File: src/core/mic_params.svh
// Constants of the maskable interrupt controller.
// Assumes inclusion by bare name from core/.
`ifndef MIC_PARAMS_SVH
`define MIC_PARAMS_SVH
`define MIC_A_STATUS   8'h00
`define MIC_A_FLOOR    8'h04
`define MIC_A_VBASE    8'h08
`define MIC_A_TSP      8'h0c
`define MIC_A_SEQ      8'h10
`define MIC_F_D        3'd2
`define MIC_F_I        3'd6
`define MIC_F_U        3'd7
`define MIC_PEND_BIT   3
`define MIC_ENTRY_CYC  20
`define MIC_C_PUSH0    5'd3
`define MIC_C_PUSH3    5'd6
`define MIC_C_VRD0     5'd7
`define MIC_C_VRD3     5'd10
`define MIC_C_VCAP0    5'd9
`define MIC_C_VCAP3    5'd12
`define MIC_C_LOAD     5'd18
`define MIC_C_END      5'd19
`define MIC_R_RD3      5'd2
`define MIC_R_CAP0     5'd1
`define MIC_R_LOAD     5'd4
`define MIC_R_END      5'd5
`define MIC_INFO_ADDR  20'h00000
`define MIC_V_SPEC     20'h0fff0
`define MIC_V_ABRK     20'h0fff4
`define MIC_V_AMATCH   20'h0ffe8
`define MIC_V_STEP     20'h0ffec
`define MIC_LVL_MAX    3'h7
`define MIC_SW_USER    6'h20
`endif

File: src/core/mic_pkg.sv
// Types of the maskable interrupt controller.
// Assumes nothing of its surroundings.
`default_nettype none
package mic_pkg;
    typedef enum logic [1:0] {ST_IDLE, ST_ENTRY, ST_RET} mic_state_t;
    typedef enum logic [1:0] {K_MASK, K_SPEC7, K_KEEP, K_SOFT} mic_kind_t;
endpackage
`default_nettype wire

File: src/core/mic_ctrl.sv
// Maskable interrupt acceptance, priority and entry/return sequencer.
// Assumes a classic Wishbone master, one clock, and a byte memory port
// whose read data is valid in the cycle after the read is presented.
//
// Local design decisions: the address map and the Wishbone slave port.
`include "mic_params.svh"
`default_nettype none

// How it works
// - Accept only with enable, pending, level above floor.
// - Level zero disables source; seven is highest.
// - Floor n admits level n+1 up; seven blocks.
// - Request sets pending; acknowledgement clears it.
// - Software clears pending by writing zero only.
// - Enable, pending, level, floor stored independently.
// - Judge after instruction ends; entry starts next.
// - Interruptible string instructions are suspended at once.
// - First step reads address zero, clears pending.
// - Save status, clear I, D, U flags; traps 32 up keep U.
// - Push PC high and floor, status, then PC low; load floor, vector.
// - Entry takes exactly twenty cycles.
// - Floor gets source level, seven, or unchanged.
// - Frame: PC high, floor, status, then PC low.
// - Stacking is four byte writes.
// - Return pops status and PC, resumes.
// - Only highest priority request is acknowledged.
// - Equal levels resolved by fixed hardware order.
// - Special sources fixed priority; reset above all.
// - Software traps bypass arbitration, enter immediately.
// - Vector entries are four bytes.
// - Table of 256 bytes at vector base.
module mic_ctrl #(
    parameter int NSRC = 32
) (
    input  wire logic              clk_i,
    input  wire logic              rst_i,
    input  wire logic              wb_cyc_i,
    input  wire logic              wb_stb_i,
    input  wire logic              wb_we_i,
    input  wire logic [7:0]        wb_adr_i,
    input  wire logic [3:0]        wb_sel_i,
    input  wire logic [31:0]       wb_dat_i,
    output logic      [31:0]       wb_dat_o,
    output logic                   wb_ack_o,
    input  wire logic [NSRC-1:0]   req_i,
    input  wire logic [6:0]        special_req_i,
    input  wire logic              instr_done_i,
    input  wire logic              string_busy_i,
    input  wire logic              swtrap_i,
    input  wire logic [5:0]        swtrap_num_i,
    input  wire logic              ret_i,
    input  wire logic [19:0]       pc_i,
    input  wire logic [7:0]        mem_rdata_i,
    output logic                   mem_req_o,
    output logic                   mem_we_o,
    output logic      [19:0]       mem_addr_o,
    output logic      [7:0]        mem_wdata_o,
    output logic      [19:0]       pc_o,
    output logic                   pc_load_o,
    output logic                   suspend_o,
    output logic                   busy_o,
    output logic      [6:0]        special_ack_o,
    output logic      [7:0]        status_o,
    output logic      [2:0]        floor_o
);
    localparam int SW = (NSRC > 1) ? $clog2(NSRC) : 1;

    ////////////////////////////////////////////////////////////////////////
    mic_pkg::mic_state_t state_reg;
    mic_pkg::mic_kind_t  kind_reg;
    logic [4:0]          cnt_reg;
    logic [NSRC-1:0]     pend_reg;
    logic [2:0]          lvl_reg [NSRC];
    logic [7:0]          status_reg;
    logic [7:0]          temp_reg;
    logic [2:0]          floor_reg;
    logic [2:0]          new_lvl_reg;
    logic [19:0]         vbase_reg;
    logic [19:0]         tsp_reg;
    logic [19:0]         ret_pc_reg;
    logic [19:0]         vaddr_reg;
    logic [31:0]         buf_reg;
    logic [5:0]          num_reg;
    logic                win_ok;
    logic [SW-1:0]       win_idx;
    logic [2:0]          win_lvl;
    logic                spec_any;
    logic [2:0]          spec_idx;
    logic                judge;
    logic                go_sw;
    logic                go_spec;
    logic                go_mask;
    logic                go_entry;
    logic                go_ret;
    logic                wr;
    logic                ctrl_hit;
    logic [4:0]          ctrl_idx;

    ////////////////////////////////////////////////////////////////////////
    // Bus decode of a write; it lands at the edge where the master samples ack.
    assign wr       = wb_cyc_i && wb_stb_i && wb_we_i && wb_ack_o;
    assign ctrl_hit = wb_adr_i[7] && ({27'h0, wb_adr_i[6:2]} < 32'(NSRC));
    assign ctrl_idx = wb_adr_i[6:2];

    // Returns true when a write with lane zero hits the given address.
    function automatic logic wr_at(input logic [7:0] a);
        return wr && wb_sel_i[0] && (wb_adr_i == a);
    endfunction

    // Per-source pending flag and level; a new request beats any clear.
    for (genvar i = 0; i < NSRC; i++) begin : g_src
        logic hit;
        logic clr;
        assign hit = wr && wb_sel_i[0] && ctrl_hit && (ctrl_idx == 5'(i));
        assign clr = (hit && !wb_dat_i[`MIC_PEND_BIT])
                   || (go_mask && (win_idx == SW'(i)));
        always_ff @(posedge clk_i) begin
            if (rst_i) begin
                pend_reg[i] <= 1'b0;
            end else begin
                pend_reg[i] <= req_i[i] || (pend_reg[i] && !clr);
            end
        end
        always_ff @(posedge clk_i) begin
            if (rst_i) begin
                lvl_reg[i] <= 3'h0;
            end else if (hit) begin
                lvl_reg[i] <= wb_dat_i[2:0];
            end
        end
    end

    // Highest level above the floor wins; ascending scan keeps lower numbers on ties.
    always_comb begin
        win_ok  = 1'b0;
        win_idx = '0;
        win_lvl = 3'h0;
        for (int i = 0; i < NSRC; i++) begin
            if (pend_reg[i] && lvl_reg[i] > win_lvl && lvl_reg[i] > floor_reg) begin
                win_ok  = 1'b1;
                win_idx = SW'(i);
                win_lvl = lvl_reg[i];
            end
        end
    end

    // Special sources in fixed order, bit zero first.
    always_comb begin
        spec_any = |special_req_i;
        spec_idx = 3'h0;
        for (int i = 6; i >= 0; i--) begin
            if (special_req_i[i]) begin
                spec_idx = 3'(i);
            end
        end
    end

    // Start decisions of the idle sequencer; special and maskable entries wait for the judging point.
    assign judge    = (state_reg == mic_pkg::ST_IDLE) && (instr_done_i || string_busy_i);
    assign go_sw    = (state_reg == mic_pkg::ST_IDLE) && swtrap_i;
    assign go_spec  = judge && !go_sw && spec_any;
    assign go_mask  = judge && !go_sw && !spec_any && win_ok && status_reg[`MIC_F_I];
    assign go_entry = go_sw || go_spec || go_mask;
    assign go_ret   = (state_reg == mic_pkg::ST_IDLE) && ret_i && !go_entry;

    ////////////////////////////////////////////////////////////////////////
    // Sequencer state and step counter.
    always_ff @(posedge clk_i) begin
        if (rst_i) begin
            state_reg <= mic_pkg::ST_IDLE;
            cnt_reg   <= 5'h0;
        end else begin
            unique case (state_reg)
                mic_pkg::ST_IDLE: begin
                    cnt_reg <= 5'h0;
                    if (go_entry) begin
                        state_reg <= mic_pkg::ST_ENTRY;
                    end else if (go_ret) begin
                        state_reg <= mic_pkg::ST_RET;
                    end
                end
                mic_pkg::ST_ENTRY: begin
                    cnt_reg <= cnt_reg + 5'h1;
                    if (cnt_reg == `MIC_C_END) begin
                        state_reg <= mic_pkg::ST_IDLE;
                    end
                end
                mic_pkg::ST_RET: begin
                    cnt_reg <= cnt_reg + 5'h1;
                    if (cnt_reg == `MIC_R_END) begin
                        state_reg <= mic_pkg::ST_IDLE;
                    end
                end
            endcase
        end
    end

    // Captures what the accepted event needs: kind, level, vector, return PC.
    always_ff @(posedge clk_i) begin
        if (rst_i) begin
            kind_reg    <= mic_pkg::K_MASK;
            new_lvl_reg <= 3'h0;
            vaddr_reg   <= 20'h0;
            ret_pc_reg  <= 20'h0;
            num_reg     <= 6'h0;
        end else if (go_entry) begin
            ret_pc_reg <= pc_i;
            if (go_sw) begin
                kind_reg  <= mic_pkg::K_SOFT;
                num_reg   <= swtrap_num_i;
                vaddr_reg <= vbase_reg + {12'h0, swtrap_num_i, 2'b00};
            end else if (go_spec) begin
                kind_reg    <= (spec_idx <= 3'd4) ? mic_pkg::K_SPEC7 : mic_pkg::K_KEEP;
                new_lvl_reg <= `MIC_LVL_MAX;
                num_reg     <= 6'h0;
                unique case (spec_idx)
                    3'd4:    vaddr_reg <= `MIC_V_ABRK;
                    3'd5:    vaddr_reg <= `MIC_V_AMATCH;
                    3'd6:    vaddr_reg <= `MIC_V_STEP;
                    default: vaddr_reg <= `MIC_V_SPEC;
                endcase
            end else begin
                kind_reg    <= mic_pkg::K_MASK;
                new_lvl_reg <= win_lvl;
                num_reg     <= 6'(win_idx);
                vaddr_reg   <= vbase_reg + {12'h0, 6'(win_idx), 2'b00};
            end
        end
    end

    // Status word: saved, flags cleared on entry, restored on return.
    always_ff @(posedge clk_i) begin
        if (rst_i) begin
            status_reg <= 8'h0;
            temp_reg   <= 8'h0;
        end else if (go_entry) begin
            temp_reg                <= status_reg;
            status_reg[`MIC_F_I]    <= 1'b0;
            status_reg[`MIC_F_D]    <= 1'b0;
            if (!(go_sw && swtrap_num_i >= `MIC_SW_USER)) begin
                status_reg[`MIC_F_U] <= 1'b0;
            end
        end else if (state_reg == mic_pkg::ST_RET && cnt_reg == `MIC_R_LOAD) begin
            status_reg <= buf_reg[23:16];
        end else if (wr_at(`MIC_A_STATUS)) begin
            status_reg <= wb_dat_i[7:0];
        end
    end

    // Level floor, vector base and trap stack pointer.
    always_ff @(posedge clk_i) begin
        if (rst_i) begin
            floor_reg <= 3'h0;
            vbase_reg <= 20'h0;
            tsp_reg   <= 20'h0;
        end else begin
            if (state_reg == mic_pkg::ST_ENTRY && cnt_reg == `MIC_C_LOAD) begin
                if (kind_reg == mic_pkg::K_MASK || kind_reg == mic_pkg::K_SPEC7) begin
                    floor_reg <= new_lvl_reg;
                end
                tsp_reg <= tsp_reg - 20'h4;
            end else if (state_reg == mic_pkg::ST_RET && cnt_reg == `MIC_R_LOAD) begin
                // The top frame byte is still on the memory port in this cycle.
                floor_reg <= mem_rdata_i[2:0];
                tsp_reg   <= tsp_reg + 20'h4;
            end else begin
                if (wr_at(`MIC_A_FLOOR)) begin
                    floor_reg <= wb_dat_i[2:0];
                end
                if (wr_at(`MIC_A_TSP)) begin
                    tsp_reg <= wb_dat_i[19:0];
                end
            end
            if (wr_at(`MIC_A_VBASE)) begin
                vbase_reg <= {wb_dat_i[19:8], 8'h0};
            end
        end
    end

    ////////////////////////////////////////////////////////////////////////
    // Memory port: info read, four byte pushes, vector or frame reads.
    always_ff @(posedge clk_i) begin
        if (rst_i) begin
            mem_req_o   <= 1'b0;
            mem_we_o    <= 1'b0;
            mem_addr_o  <= 20'h0;
            mem_wdata_o <= 8'h0;
        end else begin
            mem_req_o   <= 1'b0;
            mem_we_o    <= 1'b0;
            mem_wdata_o <= 8'h0;
            if (go_entry) begin
                mem_req_o  <= 1'b1;
                mem_addr_o <= `MIC_INFO_ADDR;
            end else if (go_ret) begin
                mem_req_o  <= 1'b1;
                mem_addr_o <= tsp_reg;
            end else if (state_reg == mic_pkg::ST_ENTRY) begin
                if (cnt_reg >= `MIC_C_PUSH0 && cnt_reg <= `MIC_C_PUSH3) begin
                    mem_req_o  <= 1'b1;
                    mem_we_o   <= 1'b1;
                    mem_addr_o <= tsp_reg - 20'(cnt_reg - `MIC_C_PUSH0) - 20'h1;
                    unique case (cnt_reg - `MIC_C_PUSH0)
                        5'd0:    mem_wdata_o <= {ret_pc_reg[19:16], 1'b0, floor_reg};
                        5'd1:    mem_wdata_o <= temp_reg;
                        5'd2:    mem_wdata_o <= ret_pc_reg[15:8];
                        default: mem_wdata_o <= ret_pc_reg[7:0];
                    endcase
                end else if (cnt_reg >= `MIC_C_VRD0 && cnt_reg <= `MIC_C_VRD3) begin
                    mem_req_o  <= 1'b1;
                    mem_addr_o <= vaddr_reg + 20'(cnt_reg - `MIC_C_VRD0);
                end
            end else if (state_reg == mic_pkg::ST_RET && cnt_reg <= `MIC_R_RD3) begin
                mem_req_o  <= 1'b1;
                mem_addr_o <= tsp_reg + 20'(cnt_reg) + 20'h1;
            end
        end
    end

    // Collects returning bytes, low address first.
    always_ff @(posedge clk_i) begin
        if (rst_i) begin
            buf_reg <= 32'h0;
        end else if (state_reg == mic_pkg::ST_ENTRY && cnt_reg >= `MIC_C_VCAP0
                     && cnt_reg <= `MIC_C_VCAP3) begin
            buf_reg[8*(cnt_reg-`MIC_C_VCAP0) +: 8] <= mem_rdata_i;
        end else if (state_reg == mic_pkg::ST_RET && cnt_reg >= `MIC_R_CAP0
                     && cnt_reg <= `MIC_R_LOAD) begin
            buf_reg[8*(cnt_reg-`MIC_R_CAP0) +: 8] <= mem_rdata_i;
        end
    end

    // CPU-facing pulses and levels.
    always_ff @(posedge clk_i) begin
        if (rst_i) begin
            pc_o          <= 20'h0;
            pc_load_o     <= 1'b0;
            suspend_o     <= 1'b0;
            busy_o        <= 1'b0;
            special_ack_o <= 7'h0;
        end else begin
            pc_load_o     <= 1'b0;
            special_ack_o <= 7'h0;
            suspend_o     <= go_entry && !go_sw && string_busy_i && !instr_done_i;
            busy_o        <= go_entry || go_ret || (state_reg != mic_pkg::ST_IDLE
                             && !(cnt_reg == `MIC_C_END || (state_reg == mic_pkg::ST_RET
                             && cnt_reg == `MIC_R_END)));
            if (go_spec) begin
                special_ack_o[spec_idx] <= 1'b1;
            end
            if (state_reg == mic_pkg::ST_ENTRY && cnt_reg == `MIC_C_LOAD) begin
                pc_load_o <= 1'b1;
                pc_o      <= buf_reg[19:0];
            end else if (state_reg == mic_pkg::ST_RET && cnt_reg == `MIC_R_LOAD) begin
                pc_load_o <= 1'b1;
                pc_o      <= {mem_rdata_i[7:4], buf_reg[15:0]};
            end
        end
    end

    // Visible state copies.
    always_ff @(posedge clk_i) begin
        if (rst_i) begin
            status_o <= 8'h0;
            floor_o  <= 3'h0;
        end else begin
            status_o <= status_reg;
            floor_o  <= floor_reg;
        end
    end

    ////////////////////////////////////////////////////////////////////////
    // Wishbone slave: one wait state, unmapped reads give zero.
    always_ff @(posedge clk_i) begin
        if (rst_i) begin
            wb_ack_o <= 1'b0;
            wb_dat_o <= 32'h0;
        end else begin
            wb_ack_o <= wb_cyc_i && wb_stb_i && !wb_ack_o;
            wb_dat_o <= 32'h0;
            if (wb_adr_i[7]) begin
                if (ctrl_hit) begin
                    wb_dat_o <= {28'h0, pend_reg[SW'(ctrl_idx)], lvl_reg[SW'(ctrl_idx)]};
                end
            end else begin
                unique case (wb_adr_i)
                    `MIC_A_STATUS: wb_dat_o <= {24'h0, status_reg};
                    `MIC_A_FLOOR:  wb_dat_o <= {29'h0, floor_reg};
                    `MIC_A_VBASE:  wb_dat_o <= {12'h0, vbase_reg};
                    `MIC_A_TSP:    wb_dat_o <= {12'h0, tsp_reg};
                    `MIC_A_SEQ:    wb_dat_o <= {16'h0, 2'(kind_reg), num_reg, 6'(state_reg), 2'h0};
                    default:       wb_dat_o <= 32'h0;
                endcase
            end
        end
    end
endmodule
`default_nettype wire

File: config.mk
export PLATFORM = sky130hd
export DESIGN_NAME = mic_ctrl
export DESIGN_NICKNAME = d
export VERILOG_FILES = /design/src/core/mic_pkg.sv /design/src/core/mic_ctrl.sv
export VERILOG_INCLUDE_DIRS = /design/src /design/src/core
export SDC_FILE = /design/constraint.sdc
export NUM_CORES = 1
export LEC_CHECK = 0
export BUFFER_PORTS_ARGS = -buffer_cell sky130_fd_sc_hd__buf_2
export CAP_MARGIN = 30
export CORE_MARGIN = 8
export CORE_UTILIZATION = 47
export DETAILED_ROUTE_END_ITERATION = 10
export PLACE_DENSITY = 0.65
export SYNTH_ARGS = -nofsm -noshare
export SYNTH_HDL_FRONTEND = slang
export SYNTH_SLANG_ARGS = --single-unit
File: constraint.sdc
create_clock -name clk_i -period 51 [get_ports clk_i]
set_input_delay 7.65 -clock clk_i [delete_from_list [all_inputs] [get_ports clk_i]]
set_output_delay 7.65 -clock clk_i [all_outputs]
set_load 0.1 [all_outputs]
==> results.ini <==
[layout]
largest_register_ffs=96
final_nets=3633
multi_input_area_um2=16490
final_area_um2=28610
utilization=0.5327
syn_to_final_growth_pct=12.20
fill_cells=4989
final_cells=4026
seq_area_um2=7989
drive_gt1_frac=0.1313

[floorplanning]
ios=230
row_count=85
coreArea_um2=53710
die_area_um2=61960
dieWidth_um=248.9
die_y_um=248.9
start_util=0.4748

[yosys]
synth_area_um2=25500
seq_area_frac_synth=0.3133
muxShareOfSynthArea=0.05270
synth-xor-area-share=0.01958
ys_ff_latch=351
synthSimpleGateAreaFrac=0.2236
syn_inst=3152
ys_top_cells_by_area=dfxtp_1 (20%), edfxtp_1 (11%), ha_1 (10%), nand2_1 (6.0%), a21oi_1 (5.4%)
synth_top_family_by_area=compound AO/OA/AOI/OAI gates
synth_compound_area_frac=0.2365
yosys_most_used_dff=dfxtp_1
synth.distinct_cells=105
synth-edff-count=96
synthAdderAreaFrac=0.1067
synth.top_cell.area_share=0.2002
yosysTopAreaCell=dfxtp_1
yosysWarningCount=0
synth_most_common_cell=nand2_1
synth_commonest_cells=nand2_1 (410), nor2_1 (353), a21oi_1 (273), dfxtp_1 (255), ha_1 (203)
async_flop_share=0
avgSynthCellArea_um2=8.090

[clock_network]
clock_sinks=351
h-tree-depth=2
cts_buffers=38
ctsHoldBuffers=0
clock_latency_ps=590
cts_tree=done
clockBufferDepth=3
clockRootBuffer=clkbuf_16
path_clk_slew_ps=60

[drt]
num_vias=25760
first_pass_iters=8
drtAntennaViolNets=0
drt_iter0_markers=2979
wirelength_um=91450
avgRoutedWirePerCell_um=22.71
viasPerCell=6.398
drc_errors=0

[power]
irDropWorstVdd_mv=0.02671
power_frac_seq=0.332
intPower_mw=0.5889
p_per_area_nw_per_um2=34.10
swShare=0.3963
clkPwrFrac=0.292
power_switching_mw=0.3866
power.total_mw=0.9756
p_leak_nw=11.75
p_comb_frac=0.376

[placed_design]
io_buffers=202
placed_area_um2=27100
dp_hpwl_um=68960
place_congestion=0.9720
placed_cells=3944

[critical_path]
crit_path_top_delay_cell=edfxtp_1
critPathKind=register to register
timing.rr.start=lvl_reg[0][2]
worst-path-buf-inv=7
crit_start=lvl_reg[0][2]
cpLargestDelayFamily=compound AO/OA/AOI/OAI gates
endpoint_kind=register
startpoint_type=register
crit_required_ps=51470
crit_arrival_ps=47960
worst_path_most_repeated_cell=ha_1
r2r_setup_slack_ps=3520
cpPeakStageDelay_ps=500
cp_max_fo=50
critPathCapture=status_reg[5]
path_depth=236
reg2regPathDepth=236
worstReg2RegEnd=status_reg[5]

[timing]
period_share=0.9311
hold_viol=0
finalSetupViolCount=0
worst_slew_pin_slew_ps=1104
max_freq_ghz=0.02106
fin_skew_ps=41.32
setup_tns_ps=0
post-route-min-period_ps=47480
maxSlewViolCount=0
relSlewSlack=0.2640

[global_route]
grt_pass1_wl_um=139100
grtUsageTotal=0.2785
grt_pass1_vias=24350
overflow=0
grt_antenna_before_repair=6
grt_max_degree=96

[run]
drv_cap=0

[outcome]
outcome=complete, no violations

[worst_hold_path]
min_path_type=register to register

==> final cells by class <==
type	instances	area share
Clock inverter	13	0.007610
Timing Repair Buffer	253	0.04916
Clock buffer	54	0.03709
Multi-Input combinational cell	2506	0.5765
Tap cell	696	0.03044
Inverter	151	0.01981
Antenna cell	2	0.0001749
Sequential cell	351	0.2792
==> metal layers <==
metal | vias to the layer above | GRT usage | share of wire
met1 | 12260 | 0.3483 | 0.40
met3 | 287 | 0.05549 | 0.094
li1 | 11830 | - | -
met4 | 6 | 0.1356 | 0.053
met2 | 1375 | 0.4560 | 0.46
met5 | - | 0 | 0.00050
==> cell families after synthesis <==
logic type,count (synthesis)
AO/OA/AOI/OAI,908
adder cells (fa/ha/maj),218
XOR/XNOR,57
AND/OR/NAND/NOR,1228
multiplexers,83
other,1
flip-flops,351
buffers and inverters,306
==> per-stage QoR <==
stage	hold WS (ps)	worst slack (ps)
2_1_floorplan	431.2	9061
3_3_place_gp	439.0	2612
3_5_place_dp	445.5	1801
4_1_cts	453.7	1552
5_1_grt	465.3	-103.0
6_report	448.5	3515
==> cells in the final DEF, fill, tap and decap left out, drive strengths merged, types with 34 or more instances in the layout <==
cell type / n
nand2: 410
nor2: 355
a21oi: 277
dfxtp: 255
buf: 253
ha: 203
o21ai: 185
inv: 152
edfxtp: 96
nand3: 96
nor3: 75
nor2b: 59
clkbuf: 54
xnor2: 43
mux4: 40
a22oi: 40
and2: 37
nand2b: 36
o21a: 34
o211ai: 34
==> how the worst min path moves through the flow <==
stage | start | endpoint | slack (ps) | cells past startpoint
4_1_cts | ret_pc_reg[7] | ret_pc_reg[7] | 450 | 2
6_report | ret_pc_reg[3] | ret_pc_reg[3] | 450 | 2
2_1_floorplan | ret_pc_reg[10] | ret_pc_reg[10] | 430 | 2
5_1_grt | pc_o[11] | pc_o[11] | 470 | 2
3_5_place_dp | pc_o[1] | pc_o[1] | 450 | 2
3_3_place_gp | wb_ack_o | wb_ack_o | 440 | 1
==> worst reg2reg max path: cells and delay by family (launching register included) <==
| family | cells | cell delay [ps] |
|---|---|---|
| compound gates | 99 | 20210 |
| fa+ha+maj | 37 | 10720 |
| buf+inv | 7 | 1160 |
| flops | 1 | 500 |
| mux | 6 | 1940 |
| simple gates | 87 | 12810 |
==> what timing repair did <==
action,in CTS,in global routing
endpoints found under the setup margin,0,131
setup buffers,0,13
resized for setup,0,30
==> power by group through the flow <==
stage	combinational [mW]	sequential, mW	clock (mW)
6_report	0.367	0.324	0.285
5_1_grt	0.398	0.325	0.298
4_1_cts	0.355	0.323	0.288
3_5_place_dp	0.353	0.329	0
3_3_place_gp	0.345	0.329	0
2_1_floorplan	0.234	0.350	0
Note: power is estimated with default switching activity, not from simulation.
